===== config.mk =====
export PLATFORM = sky130hd
export DESIGN_NAME = ibtd_top
export DESIGN_NICKNAME = d
export VERILOG_FILES = /design/src/design/ibtd_pkg.sv /design/src/design/ibtd_apb_regs.sv /design/src/design/ibtd_err_check.sv /design/src/design/ibtd_top.sv
export SDC_FILE = /design/constraint.sdc
export NUM_CORES = 1
export LEC_CHECK = 0
export BUFFER_PORTS_ARGS = -buffer_cell sky130_fd_sc_hd__buf_2
export CAP_MARGIN = 20
export CELL_PAD_IN_SITES_DETAIL_PLACEMENT = 0
export CELL_PAD_IN_SITES_GLOBAL_PLACEMENT = 2
export CORE_UTILIZATION = 37
export DETAILED_ROUTE_END_ITERATION = 7
export GPL_TIMING_DRIVEN = 0
export PLACE_DENSITY_LB_ADDON = 0.12
export REMOVE_ABC_BUFFERS = 1
export SLEW_MARGIN = 20
export SYNTH_ARGS = -nofsm -noshare
export SYNTH_HDL_FRONTEND = slang
export SYNTH_SLANG_ARGS = --single-unit

===== constraint.sdc =====
create_clock -name mclk -period 5.9 [get_ports mclk]
set_input_delay 0 -clock mclk [delete_from_list [all_inputs] [get_ports mclk]]
set_output_delay 0 -clock mclk [all_outputs]
set_load 0.02 [all_outputs]

===== src/design/ibtd_pkg.sv =====
// constants, codes and shared decode functions for the input bus decoder
// assumes a 128-bit multiplexed address/data input bus and an apb register port
package ibtd_pkg;

    localparam int TT_W    = 5;
    localparam int ID_W    = 3;
    localparam int ADDR_W  = 40;
    localparam int DATA_W  = 128;
    localparam int BE_W    = 16;
    localparam int COH_BIT = 2;

    // transaction type codes; coherent types carry bit 2
    localparam logic [4:0] TT_READ          = 5'h00;
    localparam logic [4:0] TT_READ_BS       = 5'h01;
    localparam logic [4:0] TT_WRITE         = 5'h02;
    localparam logic [4:0] TT_WRITE_BACK    = 5'h03;
    localparam logic [4:0] TT_READ_SHAR     = 5'h04;
    localparam logic [4:0] TT_READ_CURRENT  = 5'h05;
    localparam logic [4:0] TT_READ_PRIV     = 5'h06;
    localparam logic [4:0] TT_CLEAR_PRIV    = 5'h07;
    localparam logic [4:0] TT_FLUSH_BACK    = 5'h08;
    localparam logic [4:0] TT_C2C_WRITE     = 5'h09;
    localparam logic [4:0] TT_FLUSH         = 5'h0c;
    localparam logic [4:0] TT_PURGE         = 5'h0d;
    localparam logic [4:0] TT_PURGE_ALLOC   = 5'h0e;
    localparam logic [4:0] TT_SYNC          = 5'h0f;
    localparam logic [4:0] TT_BCAST_ERR     = 5'h10;
    localparam logic [4:0] TT_IO_READ       = 5'h12;
    localparam logic [4:0] TT_IO_WRITE      = 5'h13;
    localparam logic [4:0] TT_READ_PRIV_0LN = 5'h16;

    // dependent memory space window
    localparam logic [39:0] PDH_BASE = 40'hf0_0000_0000;
    localparam logic [39:0] PDH_TOP  = 40'hf1_0000_0000;

    // register map (byte addresses)
    localparam logic [11:0] OFS_CTRL      = 12'h000;
    localparam logic [11:0] OFS_MEM_LIMIT = 12'h004;
    localparam logic [11:0] OFS_IO_BASE   = 12'h008;
    localparam logic [11:0] OFS_STATUS    = 12'h00c;

    localparam int CTRL_EN_BIT = 0;
    localparam int CTRL_ID_LSB = 4;
    localparam int ST_CNT_LSB  = 16;

    // control reset: enabled, controller master id 4 (arbitrary)
    localparam logic [31:0] CTRL_RST      = 32'h0000_0041;
    localparam logic [31:0] MEM_LIMIT_RST = 32'h0100_0000;
    localparam logic [31:0] IO_BASE_RST   = 32'hf000_0000;

    // address bytes, most significant first
    function automatic logic [39:0] ibtd_addr_of(input logic [127:0] d);
        return {d[31:24], d[39:32], d[47:40], d[55:48], d[63:56]};
    endfunction

    function automatic logic ibtd_is_mem(input logic [4:0] t);
        return (t <= TT_C2C_WRITE) || (t == TT_FLUSH) || (t == TT_PURGE)
            || (t == TT_PURGE_ALLOC) || (t == TT_READ_PRIV_0LN);
    endfunction

    function automatic logic ibtd_in_pdh(input logic [39:0] a);
        return (a >= PDH_BASE) && (a < PDH_TOP);
    endfunction

endpackage


===== src/design/ibtd_apb_regs.sv =====
// apb slave holding control, range limits and a status view
// assumes apb3 master on mclk; one wait-free access phase per transfer
module ibtd_apb_regs (
    input  wire logic        mclk,
    input  wire logic        rstn,
    input  wire logic        ce,
    input  wire logic        psel,
    input  wire logic        penable,
    input  wire logic        pwrite,
    input  wire logic [11:0] paddr,
    input  wire logic [31:0] pwdata,
    input  wire logic [31:0] status_val,
    output logic      [31:0] prdata,
    output logic             pready,
    output logic             pslverr,
    output logic      [31:0] ctrl_reg,
    output logic      [31:0] mem_limit_reg,
    output logic      [31:0] io_base_reg
);

    logic [31:0] prdata_next;
    logic        pready_next;
    logic        pslverr_next;
    logic [31:0] ctrl_next;
    logic [31:0] mem_limit_next;
    logic [31:0] io_base_next;
    logic        setup;
    logic        wr;
    logic        hit;
    logic [31:0] prdata_reg;
    logic        pready_reg;
    logic        pslverr_reg;

    assign prdata  = prdata_reg;
    assign pready  = pready_reg;
    assign pslverr = pslverr_reg;

    always_comb begin
        setup          = psel & ~penable;
        wr             = psel & penable & pready_reg & pwrite;
        hit            = (paddr == ibtd_pkg::OFS_CTRL) || (paddr == ibtd_pkg::OFS_MEM_LIMIT)
                      || (paddr == ibtd_pkg::OFS_IO_BASE) || (paddr == ibtd_pkg::OFS_STATUS);
        pready_next    = setup;
        pslverr_next   = setup & ~hit;
        prdata_next    = 32'h0000_0000;
        if (setup && !pwrite) begin
            unique case (paddr)
                ibtd_pkg::OFS_CTRL:      prdata_next = ctrl_reg;
                ibtd_pkg::OFS_MEM_LIMIT: prdata_next = mem_limit_reg;
                ibtd_pkg::OFS_IO_BASE:   prdata_next = io_base_reg;
                ibtd_pkg::OFS_STATUS:    prdata_next = status_val;
                default:                 prdata_next = 32'h0000_0000;
            endcase
        end
        ctrl_next      = (wr && paddr == ibtd_pkg::OFS_CTRL) ? pwdata : ctrl_reg;
        mem_limit_next = (wr && paddr == ibtd_pkg::OFS_MEM_LIMIT) ? pwdata : mem_limit_reg;
        io_base_next   = (wr && paddr == ibtd_pkg::OFS_IO_BASE) ? pwdata : io_base_reg;
    end

    always_ff @(posedge mclk or negedge rstn) begin
        if (!rstn) begin
            prdata_reg    <= 32'h0000_0000;
            pready_reg    <= 1'b0;
            pslverr_reg   <= 1'b0;
            ctrl_reg      <= ibtd_pkg::CTRL_RST;
            mem_limit_reg <= ibtd_pkg::MEM_LIMIT_RST;
            io_base_reg   <= ibtd_pkg::IO_BASE_RST;
        end else if (ce) begin
            prdata_reg    <= prdata_next;
            pready_reg    <= pready_next;
            pslverr_reg   <= pslverr_next;
            ctrl_reg      <= ctrl_next;
            mem_limit_reg <= mem_limit_next;
            io_base_reg   <= io_base_next;
        end
    end

endmodule // ibtd_apb_regs


===== src/design/ibtd_err_check.sv =====
// range and parity checks, one stage behind the strobes
// assumes even address and control parity bits arrive with the address
module ibtd_err_check (
    input  wire logic         mclk,
    input  wire logic         rstn,
    input  wire logic         ce,
    input  wire logic         go,
    input  wire logic         in_addr_valid,
    input  wire logic         in_data_valid,
    input  wire logic [4:0]   bus_txn_type,
    input  wire logic [2:0]   in_master_id,
    input  wire logic [127:0] in_addr_data,
    input  wire logic         in_addr_parity,
    input  wire logic         in_ctrl_parity,
    input  wire logic [31:0]  mem_limit,
    input  wire logic [31:0]  io_base,
    output logic              err_stage_reg,
    output logic              mem_oor_stage_reg,
    output logic [3:0]        cause_reg
);

    logic [39:0] addr;
    logic        av_only;
    logic        is_io;
    logic [3:0]  cause_next;
    logic        err_next;
    logic        mem_oor_next;

    always_comb begin
        addr      = ibtd_pkg::ibtd_addr_of(in_addr_data);
        av_only   = go & in_addr_valid & ~in_data_valid;
        is_io     = (bus_txn_type == ibtd_pkg::TT_IO_READ)
                 || (bus_txn_type == ibtd_pkg::TT_IO_WRITE);
        cause_next[0] = av_only & (bus_txn_type == ibtd_pkg::TT_BCAST_ERR);
        cause_next[1] = av_only & ibtd_pkg::ibtd_is_mem(bus_txn_type)
                      & ~ibtd_pkg::ibtd_in_pdh(addr) & (addr >= {mem_limit, 8'h00});
        cause_next[2] = av_only & is_io & (addr < {io_base, 8'h00});
        cause_next[3] = av_only & ((^{addr, in_addr_parity})
                      | (^{bus_txn_type, in_master_id, in_ctrl_parity}));
        err_next      = |cause_next;
        mem_oor_next  = cause_next[1];
    end

    always_ff @(posedge mclk or negedge rstn) begin
        if (!rstn) begin
            err_stage_reg     <= 1'b0;
            mem_oor_stage_reg <= 1'b0;
            cause_reg         <= 4'h0;
        end else if (ce) begin
            err_stage_reg     <= err_next;
            mem_oor_stage_reg <= mem_oor_next;
            cause_reg         <= err_next ? cause_next : cause_reg;
        end
    end

endmodule // ibtd_err_check


===== src/design/ibtd_top.sv =====
// input bus transaction decoder: strobes toward i/o and memory controllers
// assumes bus inputs synchronous to mclk, one address cycle per transaction
module ibtd_top (
    input  wire logic         mclk,
    input  wire logic         rstn,
    input  wire logic         ce,
    input  wire logic         srst,
    input  wire logic         psel,
    input  wire logic         penable,
    input  wire logic         pwrite,
    input  wire logic [11:0]  paddr,
    input  wire logic [31:0]  pwdata,
    output logic      [31:0]  prdata,
    output logic              pready,
    output logic              pslverr,
    input  wire logic         in_addr_valid,
    input  wire logic         in_data_valid,
    input  wire logic [4:0]   bus_txn_type,
    input  wire logic [2:0]   in_master_id,
    input  wire logic [127:0] in_addr_data,
    input  wire logic [15:0]  in_byte_enable,
    input  wire logic         in_addr_parity,
    input  wire logic         in_ctrl_parity,
    output logic              io_read_strobe,
    output logic              io_write_strobe,
    output logic              ctrl_cache_copy_wr_strobe,
    output logic              ctrl_return_valid,
    output logic [127:0]      ret_data,
    output logic [15:0]       byte_parity,
    output logic [15:0]       byte_enable,
    output logic              flush_strobe,
    output logic              purge_strobe,
    output logic              purge_alloc_strobe,
    output logic              sync_strobe,
    output logic              coherent_strobe,
    output logic              byte_swap_strobe,
    output logic              zero_len_strobe,
    output logic              private_strobe,
    output logic              mem_read_strobe,
    output logic              dep_space_line_read_strobe,
    output logic              ctrl_mastered,
    output logic              error_strobe,
    output logic              mem_oor_strobe
);

    ////////////////////////////////////////////////////////////////////////////////
    // registers and checks

    logic [31:0] ctrl_reg;
    logic [31:0] mem_limit_reg;
    logic [31:0] io_base_reg;
    logic [31:0] status_val;
    logic        err_stage;
    logic        mem_oor_stage;
    logic [3:0]  cause;
    logic [15:0] err_cnt_reg;
    logic [15:0] err_cnt_next;
    logic        go;
    logic [2:0]  ioc_id;

    assign go         = ctrl_reg[ibtd_pkg::CTRL_EN_BIT] & ~srst;
    assign ioc_id     = ctrl_reg[ibtd_pkg::CTRL_ID_LSB +: 3];
    assign status_val = {err_cnt_reg, 12'h000, cause};

    ibtd_apb_regs u_regs (
        .mclk          (mclk),
        .rstn          (rstn),
        .ce            (ce),
        .psel          (psel),
        .penable       (penable),
        .pwrite        (pwrite),
        .paddr         (paddr),
        .pwdata        (pwdata),
        .status_val    (status_val),
        .prdata        (prdata),
        .pready        (pready),
        .pslverr       (pslverr),
        .ctrl_reg      (ctrl_reg),
        .mem_limit_reg (mem_limit_reg),
        .io_base_reg   (io_base_reg)
    );

    ibtd_err_check u_err (
        .mclk              (mclk),
        .rstn              (rstn),
        .ce                (ce),
        .go                (go),
        .in_addr_valid     (in_addr_valid),
        .in_data_valid     (in_data_valid),
        .bus_txn_type      (bus_txn_type),
        .in_master_id      (in_master_id),
        .in_addr_data      (in_addr_data),
        .in_addr_parity    (in_addr_parity),
        .in_ctrl_parity    (in_ctrl_parity),
        .mem_limit         (mem_limit_reg),
        .io_base           (io_base_reg),
        .err_stage_reg     (err_stage),
        .mem_oor_stage_reg (mem_oor_stage),
        .cause_reg         (cause)
    );

    ////////////////////////////////////////////////////////////////////////////////
    // strobe decode

    logic [39:0]  addr;
    logic         av_only;
    logic         path_err;
    logic         pdh;
    logic [4:0]   tt;
    logic [16:0]  stb_next;
    logic [16:0]  stb_reg;
    logic [127:0] ret_data_next;
    logic [15:0]  par_next;
    logic [15:0]  be_next;

    always_comb begin
        addr     = ibtd_pkg::ibtd_addr_of(in_addr_data);
        tt       = bus_txn_type;
        av_only  = go & in_addr_valid & ~in_data_valid;
        path_err = in_addr_valid & in_data_valid;
        pdh      = ibtd_pkg::ibtd_in_pdh(addr);
        // strobes from raw address, no check wait; error and range strobes from the check stage
        stb_next[0]  = av_only & (tt == ibtd_pkg::TT_IO_READ);
        stb_next[1]  = av_only & (tt == ibtd_pkg::TT_IO_WRITE);
        stb_next[2]  = av_only & (tt == ibtd_pkg::TT_C2C_WRITE) & (in_master_id == ioc_id);
        stb_next[3]  = go & in_data_valid & (in_master_id == ioc_id);
        stb_next[4]  = av_only & (tt == ibtd_pkg::TT_FLUSH);
        stb_next[5]  = av_only & (tt == ibtd_pkg::TT_PURGE);
        stb_next[6]  = av_only & (tt == ibtd_pkg::TT_PURGE_ALLOC);
        stb_next[7]  = av_only & (tt == ibtd_pkg::TT_SYNC);
        stb_next[8]  = av_only & tt[ibtd_pkg::COH_BIT];
        stb_next[9]  = av_only & (tt == ibtd_pkg::TT_READ_BS);
        stb_next[10] = av_only & (tt == ibtd_pkg::TT_READ_PRIV_0LN);
        stb_next[11] = av_only & ((tt == ibtd_pkg::TT_READ_PRIV)
                     | (tt == ibtd_pkg::TT_READ_PRIV_0LN) | (tt == ibtd_pkg::TT_CLEAR_PRIV));
        stb_next[12] = av_only & ~pdh & ((tt == ibtd_pkg::TT_READ) | (tt == ibtd_pkg::TT_READ_BS)
                     | (tt == ibtd_pkg::TT_READ_SHAR) | (tt == ibtd_pkg::TT_READ_CURRENT)
                     | (tt == ibtd_pkg::TT_READ_PRIV) | (tt == ibtd_pkg::TT_CLEAR_PRIV));
        stb_next[13] = av_only & pdh & ((tt == ibtd_pkg::TT_READ) | (tt == ibtd_pkg::TT_READ_BS));
        stb_next[14] = av_only & (in_master_id == ioc_id);
        stb_next[15] = go & err_stage;
        stb_next[16] = go & mem_oor_stage;
        ret_data_next = in_data_valid ? in_addr_data : ret_data;
        for (int i = 0; i < 16; i++) begin
            par_next[i] = path_err | (^in_addr_data[8*i +: 8]);
        end
        be_next      = (stb_next[0] | stb_next[1]) ? in_byte_enable : 16'h0000;
        err_cnt_next = stb_next[15] ? err_cnt_reg + 16'h0001 : err_cnt_reg;
    end

    // registered strobes, cleared by asynchronous reset rstn
    always_ff @(posedge mclk or negedge rstn) begin
        if (!rstn) begin
            stb_reg     <= 17'h00000;
            ret_data    <= 128'h0;
            byte_parity <= 16'h0000;
            byte_enable <= 16'h0000;
            err_cnt_reg <= 16'h0000;
        end else if (ce) begin
            stb_reg     <= stb_next;
            ret_data    <= ret_data_next;
            byte_parity <= par_next;
            byte_enable <= be_next;
            err_cnt_reg <= err_cnt_next;
        end
    end

    assign io_read_strobe             = stb_reg[0];
    assign io_write_strobe            = stb_reg[1];
    assign ctrl_cache_copy_wr_strobe  = stb_reg[2];
    assign ctrl_return_valid          = stb_reg[3];
    assign flush_strobe               = stb_reg[4];
    assign purge_strobe               = stb_reg[5];
    assign purge_alloc_strobe         = stb_reg[6];
    assign sync_strobe                = stb_reg[7];
    assign coherent_strobe            = stb_reg[8];
    assign byte_swap_strobe           = stb_reg[9];
    assign zero_len_strobe            = stb_reg[10];
    assign private_strobe             = stb_reg[11];
    assign mem_read_strobe            = stb_reg[12];
    assign dep_space_line_read_strobe = stb_reg[13];
    assign ctrl_mastered              = stb_reg[14];
    assign error_strobe               = stb_reg[15];
    assign mem_oor_strobe             = stb_reg[16];

    ////////////////////////////////////////////////////////////////////////////////
    // checks

    logic oor_now;
    assign oor_now = av_only & ibtd_pkg::ibtd_is_mem(tt) & ~pdh & (addr >= {mem_limit_reg, 8'h00});
endmodule // ibtd_top


==> results of run 1 <==
## placed cells by master, fill, tap and decap left out, types with 49 or more instances in the layout
cell type and n:
dlygate4sd3_1 191, xnor2_1 133, ha_1 93, mux2_2 126, o21ai_0 124, inv_1 122, buf_2 415, nand2_1 135
a21oi_1 49, dfrtp_1 322
## what timing repair did
item | in CTS | in global routing
hold buffers | 191 | 0
setup endpoints to repair | 0 | 0
endpoints found under the hold margin | 369 | 0
## worst max path at each step
stage | start | endpoint | slack, ps | cells past startpoint
after floorplan | in_data_valid | ret_data[0] | 2400 | 2
after global placement | rstn | ret_data[100] | -1930 | 1
after detailed placement | paddr[7] | u_regs.ctrl_reg[17] | 2680 | 8
after CTS | u_regs.mem_limit_reg[31] | u_err.cause_reg[0] | 2950 | 9
after global routing | u_regs.mem_limit_reg[30] | u_err.cause_reg[0] | 2810 | 9
final | u_regs.mem_limit_reg[31] | u_err.cause_reg[0] | 3030 | 9
## cells by family after synthesis
family                   synth area share (%)
adder cells (fa/ha/maj)                 7.135
flip-flops                              50.53
AND/OR/NAND/NOR                         6.958
AO/OA/AOI/OAI                           10.77
multiplexers                            11.65
XOR/XNOR                                8.408
buffers and inverters                   4.549
## layout make-up
| cell class | count | share of cell area [%] |
|---|---|---|
| clock buffers | 61 | 5.150 |
| repair buffers | 624 | 19.35 |
| inverters | 123 | 2.077 |
| clock inverters | 9 | 0.3191 |
| diodes | 3 | 0.03359 |
| well taps | 585 | 3.275 |
| flip-flops and latches | 329 | 36.87 |
| multi-input cells | 933 | 32.93 |
## layer usage
layer	vias up	global-route usage, %	part of all wire (%)	wire length, um
met3	65	5.830	6.2	3219
met5	-	0	0.046	24
met2	311	40.63	49	25490
met1	6233	30.04	43	22290
met4	4	6.297	1.9	1008
li1	6179	-	-	-
## cell usage after synthesis, types with 4 or more instances
| library cell | number |
|---|---|
| a21o_1 | 6 |
| a21oi_1 | 50 |
| a22o_1 | 20 |
| a22oi_1 | 9 |
| a31oi_1 | 4 |
| a32o_1 | 6 |
| and3_1 | 6 |
| buf_1 | 4 |
| buf_2 | 11 |
| clkbuf_1 | 47 |
| dfrtp_1 | 322 |
| dfstp_2 | 7 |
| ha_1 | 93 |
| inv_1 | 123 |
| mux2_2 | 126 |
| mux2i_1 | 21 |
| mux4_2 | 11 |
| nand2_1 | 136 |
| nand3_1 | 14 |
| nand4_1 | 15 |
| nor2_1 | 46 |
| nor2b_1 | 8 |
| o21ai_0 | 124 |
| o2bb2ai_1 | 37 |
| xnor2_1 | 133 |
| xor2_1 | 21 |
## power by group through the flow
stage	Combinational, mW	Clock (mW)	Sequential (mW)
2_1_floorplan	0.445	0	2.73
3_3_place_gp	1.13	0	2.53
3_5_place_dp	1.14	0	2.53
4_1_cts	1.24	2.42	2.50
5_1_grt	1.33	2.51	2.52
6_report	1.22	2.34	2.50
## critical path, delay by kind of cell (launching register included)
family / cells / cell delay [ps]
simple gates: 3 / 800
buf+inv: 1 / 60
fa+ha+maj: 1 / 320
compound gates: 4 / 1240
flops: 1 / 340
==> results.yml, run 1 <==
logic_synthesis:
  yosysTopAreaCell: "dfrtp_1"
  netlist.area_leader.share_pct: 49.41
  syn_inst: 1450
  synth-edff-count: 0
  ys_warn_count: 0
  synth_flop_cell: "dfrtp_1"
  synth_cell_types: 57
  ys_seq_area_share_pct: 50.53
  syn-cell-area_sq_mm: 0.01631
  avgSynthCellArea_sq_um: 11.25
  async_flop_share_pct: 100.0
  ys_top_cells_by_area: "dfrtp_1 (49%), mux2_2 (8.7%), xnor2_1 (7.1%), ha_1 (7.1%), o21ai_0 (3.8%)"
  ys_seq_elements: 329
pwr:
  power_frac_comb_pct: 20.1
  p_sw_mw: 1.754
  design_power_total_mw: 6.062
  p_int_mw: 4.307
  ir_worst_vdd_mv: 0.2593
  p_leak_nw: 11.01
  switching_share_pct: 28.94
  power_density_mw_per_mm2: 271.2
  clock_power_share_pct: 38.7
  p_seq_share_pct: 41.2
timing:
  finalCritPeriodShare_pct: 48.66
  clock.fmax_mhz: 348.3
  whs_ps: 12.11
  fin_tns_setup_ps: 0
  hold_viol: 0
  setup_violations: 0
  finalWorstSetupSlack_ps: 3029
  tightest_slew_ps: 1056
  final_max_slew_viol_count: 0
  skew_ps: 6.981
  min_period_ps: 2871
  relSlewSlack_pct: 29.60
  rsz0062_at_grt: "no"
grt:
  grt_max_degree: 90
  grt_overflow_total: 0
  antenna_found_initial: 5
  grt_pass1_vias: 13840
  grt_pass1_wl_um: 80940
  grt.total_usage_pct: 23.85
final_layout:
  nFillCells: 3997
  largest-register: "ret_data"
  layout-drive-gt1-share_pct: 31.22
  stdcell_count: 2667
  area_growth_pct: 37.05
  largest_reg_flops: 128
  multi_input_area_sq_mm: 0.007361
  nets: 2352
  finish.utilization_pct: 51.66
  fin_area_sq_mm: 0.02235
  register_area_sq_mm: 0.008242
drt:
  wl_per_cell_um: 19.51
  drt_pass1_iterations: 5
  ant_nets: 0
  vias: 12790
  first_iter_violations: 537
  finalWirelength_um: 52030
  via_per_inst: 4.796
  drc: 0
clock_tree:
  ctsResizeCount: 0
  clkLatencyLatePin_ps: 560
  clock_path_buffers: 3
  path_clk_slew_ps: 60
  clock-root-buffer: "clkbuf_16"
  cts_tree: "done"
  numCtsBuffers: 41
  post_cts_buffers: 0
  cts.sinks: 329
  h-tree-depth: 2
critical_path:
  cp_slowest_cell: "a2111oi_0"
  rr_startpoint: "u_regs.mem_limit_reg[31]"
  r2r_cells: 9
  worstPathMaxFanout: 4
  crit_type: "reg -> reg"
  r2r-end: "u_err.cause_reg[0]"
  path_cells: "inv_1, ha_1, nand4_1, or3_1, a2111oi_0, o41a_1, o41ai_2, nor2b_1, a31o_2"
  cp.arrival_ps: 3320
  regToRegSetupSlack_ps: 3030
  slowest_delay_ps: 550
  end_kind: "flop"
  critPathLaunchType: "flop"
  worstPathRequired_ps: 6350
hold_path:
  hold_class: "in -> async"
floorplan:
  rows: 76
  die_x_um: 212.0
  initial_utilization_pct: 37.70
  die_y_um: 212.0
  dieArea_sq_mm: 0.04492
  core_sq_mm: 0.04327
  io_pins: 418
placed_design:
  gp_congestion: 0.7770
  placedCellCount: 2403
  portBuffers: 417
  placed_cell_area_sq_mm: 0.01921
  dp_hpwl_um: 38020
  place_ws_ps: 2681
flow_run:
  cap_violations: 0
run_status:
  status: "complete, no violations"
No activity file was read; power rests on OpenSTA's default activity.
==> run 2: changes to the inputs <==
--- a/config.mk
+++ b/config.mk
@@ -5,11 +5,12 @@
 export SDC_FILE = /design/constraint.sdc
 export NUM_CORES = 1
 export LEC_CHECK = 0
+export ABC_AREA = 1
 export BUFFER_PORTS_ARGS = -buffer_cell sky130_fd_sc_hd__buf_2
 export CAP_MARGIN = 20
 export CELL_PAD_IN_SITES_DETAIL_PLACEMENT = 0
 export CELL_PAD_IN_SITES_GLOBAL_PLACEMENT = 2
-export CORE_UTILIZATION = 37
+export CORE_UTILIZATION = 29
 export DETAILED_ROUTE_END_ITERATION = 7
 export GPL_TIMING_DRIVEN = 0
 export PLACE_DENSITY_LB_ADDON = 0.12
==> constraint.sdc (replaced) <==
create_clock -name mclk -period 2.4 [get_ports mclk]
set_input_delay 0 -clock mclk [delete_from_list [all_inputs] [get_ports mclk]]
set_output_delay 0 -clock mclk [all_outputs]
set_load 0.02 [all_outputs]
==> results.yml, run 2 <==
floorplan:
  die_x_um: 244.9
  io_pins: 418
  rows: 88
  core_sq_mm: 0.05803
  dieArea_sq_mm: 0.05999
  initial_utilization_pct: 29.50
  die_y_um: 244.9
run_status:
  violations: "hold timing"
  status: "finished with violations"
final_layout:
  nets: 2819
  finish.utilization_pct: 41.29
  layout_common_cells: "buf_2 (417), nand2_1 (352), dfrtp_1 (322), inv_1 (287), dlygate4sd3_1 (198)"
  num_antenna_cells: 0
  largest_reg_flops: 128
  area_growth_pct: 40.00
  final_common_cell: "buf_2"
  largest-register: "ret_data"
  layout-drive-gt1-share_pct: 26.29
clock_tree:
  cts_tree: "done"
  clkLatencyLatePin_ps: 560
  clock_path_buffers: 3
  path_clk_slew_ps: 60
  numCtsBuffers: 42
  clock-root-buffer: "clkbuf_16"
  cts.sinks: 329
  h-tree-depth: 2
drt:
  via_per_inst: 4.448
  wl_per_cell_um: 17.08
  vias: 14760
  finalWirelength_um: 56640
  drc: 0
  first_iter_violations: 523
  ant_nets: 0
  drt_pass1_iterations: 6
timing:
  hold_viol: 1
  min_period_ps: 2294
  final_max_slew_viol_count: 0
  setup_violations: 0
  relSlewSlack_pct: 45.70
  tightest_slew_ps: 811.7
  skew_ps: 15.29
  whs_ps: -3.976
  rsz0062_at_grt: "yes"
  clock.fmax_mhz: 435.9
  finalCritPeriodShare_pct: 95.58
  fin_tns_setup_ps: 0
  finalWorstSetupSlack_ps: 106.1
hold_path:
  hold_class: "in -> reg"
logic_synthesis:
  ys_warn_count: 0
  synth_cell_types: 47
  async_flop_share_pct: 100.0
  avgSynthCellArea_sq_um: 9.084
  ys_seq_elements: 329
  synth_flop_cell: "dfrtp_1"
  yosysMostFrequentCell: "nand2_1"
  ys_seq_area_share_pct: 48.15
  syn-cell-area_sq_mm: 0.01712
  synthTopCellsByCount: "nand2_1 (363), dfrtp_1 (322), inv_1 (292), nor2_1 (110), a21oi_1 (98)"
  synth-edff-count: 0
  syn_inst: 1884
  netlist.area_leader.share_pct: 47.08
  yosysTopAreaCell: "dfrtp_1"
  ys_top_cells_by_area: "dfrtp_1 (47%), nand2_1 (8.0%), ha_1 (6.8%), inv_1 (6.4%), mux2_2 (6.0%)"
flow_run:
  cap_violations: 0
placed_design:
  place_ws_ps: -560.5
  gp_congestion: 0.7988
  dp_hpwl_um: 41680
  portBuffers: 417
grt:
  grt.total_usage_pct: 19.00
  grt_pass1_wl_um: 88130
  antenna_found_initial: 2
  grt_max_degree: 90
  grt_pass1_vias: 15210
  grt_overflow_total: 0
critical_path:
  critPathLaunchType: "flop"
  cp.arrival_ps: 2730
  crit_type: "reg -> reg"
  worstPathRequired_ps: 2840
  worstPathMaxFanout: 4
  end_kind: "flop"
pwr:
  power_density_mw_per_mm2: 639.9
  ir_worst_vdd_mv: 0.4619
  p_leak_nw: 12.58
==> run 2: cell count changes in the layout (fill, tap and decap cells not counted), sizes merged, moves of 11 or more <==
cell | before | now
inv | 127 | 307
mux4 | 11 | 0
nor3 | 0 | 13
o2bb2ai | 37 | 0
buf | 433 | 455
mux2 | 128 | 99
xnor2 | 133 | 41
clkbuf | 61 | 74
nor2 | 46 | 114
nand3 | 14 | 29
a21oi | 50 | 98
xor2 | 21 | 63
nand2 | 136 | 368
o22ai | 0 | 46
==> run 2: path summary, 6_finish.rpt <==
path                                          start                  endpoint  slack (ps)  cells past startpoint
max                              u_regs.ctrl_reg[0]           err_cnt_reg[15]         110                     12
min                                in_addr_data[47]              ret_data[47]          -4                      3
max reg2reg                      u_regs.ctrl_reg[0]           err_cnt_reg[15]         110                     12
min reg2reg                u_regs.mem_limit_reg[26]  u_regs.mem_limit_reg[26]         470                      2
max in group asynchronous                      rstn  u_regs.mem_limit_reg[24]         650                      6
min in group asynchronous                      rstn              ret_data[65]         530                      4
==> run 2: final cells by class <==
class                      instances  area (sq um)
tap                              765         957.2
sequential                       329          8242
fill                            5837         34070
clock buffer                      74          1295
clock inverter                     3         18.77
multi-input combinational       1184          7654
timing repair buffer             653          4626
inverter                         309          1169
==> run 2: cells by family (layout without fill, tap and decap cells) <==
| family | Yosys count | after routing | synth area share, % |
|---|---|---|---|
| AND/OR/NAND/NOR | 546 | 546 | 13.14 |
| buffers and inverters | 371 | 1039 | 8.173 |
| flip-flops | 329 | 329 | 48.15 |
| AO/OA/AOI/OAI | 318 | 318 | 10.50 |
| multiplexers | 123 | 123 | 7.917 |
| XOR/XNOR | 104 | 104 | 5.322 |
| adder cells (fa/ha/maj) | 93 | 93 | 6.799 |
==> run 2: critical path, cell delays in order, from the launching register on <==
cell and delay [ps]:
dfstp_2 530, inv_2 40, or2_4 280, nor3_4 150
buf_12 150, nand2_4 50, nor2_4 160, nand2_4 80
nor3_4 250, nand3_2 140, nor2_4 150, nand3_2 80
xor2_1 140
==> run 2: power breakdown <==
| group | switching (mW) | internal [mW] | total (mW) |
|---|---|---|---|
| Combinational | 1.81 | 1.24 | 3.06 |
| Sequential | 0.218 | 5.98 | 6.20 |
| Clock | 2.45 | 3.63 | 6.08 |
==> run 2: through the flow <==
step | instance area (sq um) | instances | power (mW) | hold slack [ps]
5_1_grt | 23960 | 3317 | 16.14 | 44.36
3_5_place_dp | 20390 | 3029 | 9.116 | -102.1
2_1_floorplan | 16880 | 1822 | 7.899 | -295.6
6_report | 23960 | 3317 | 15.33 | -3.976
3_3_place_gp | 19920 | 3004 | 9.073 | 241.4
4_1_cts | 23770 | 3307 | 15.63 | 3.358
==> run 2: timing repair <==
item / in CTS / in global routing
endpoints found under the setup margin: 7 / 14
gates resized for setup: 9 / 28
buffers inserted: 2 / 10
pin swaps: 3 / 20
hold endpoints to repair: 364 / 0
hold buffers: 199 / 0
==> run 2: routing by layer <==
metal / part of all wire, % / vias up / global-route usage, %
met4: 2.3 / 4 / 5.331
met2: 49 / 273 / 32.69
met3: 4.2 / 75 / 3.258
li1: - / 7363 / -
met1: 45 / 7040 / 24.35
met5: 0.041 / - / 0
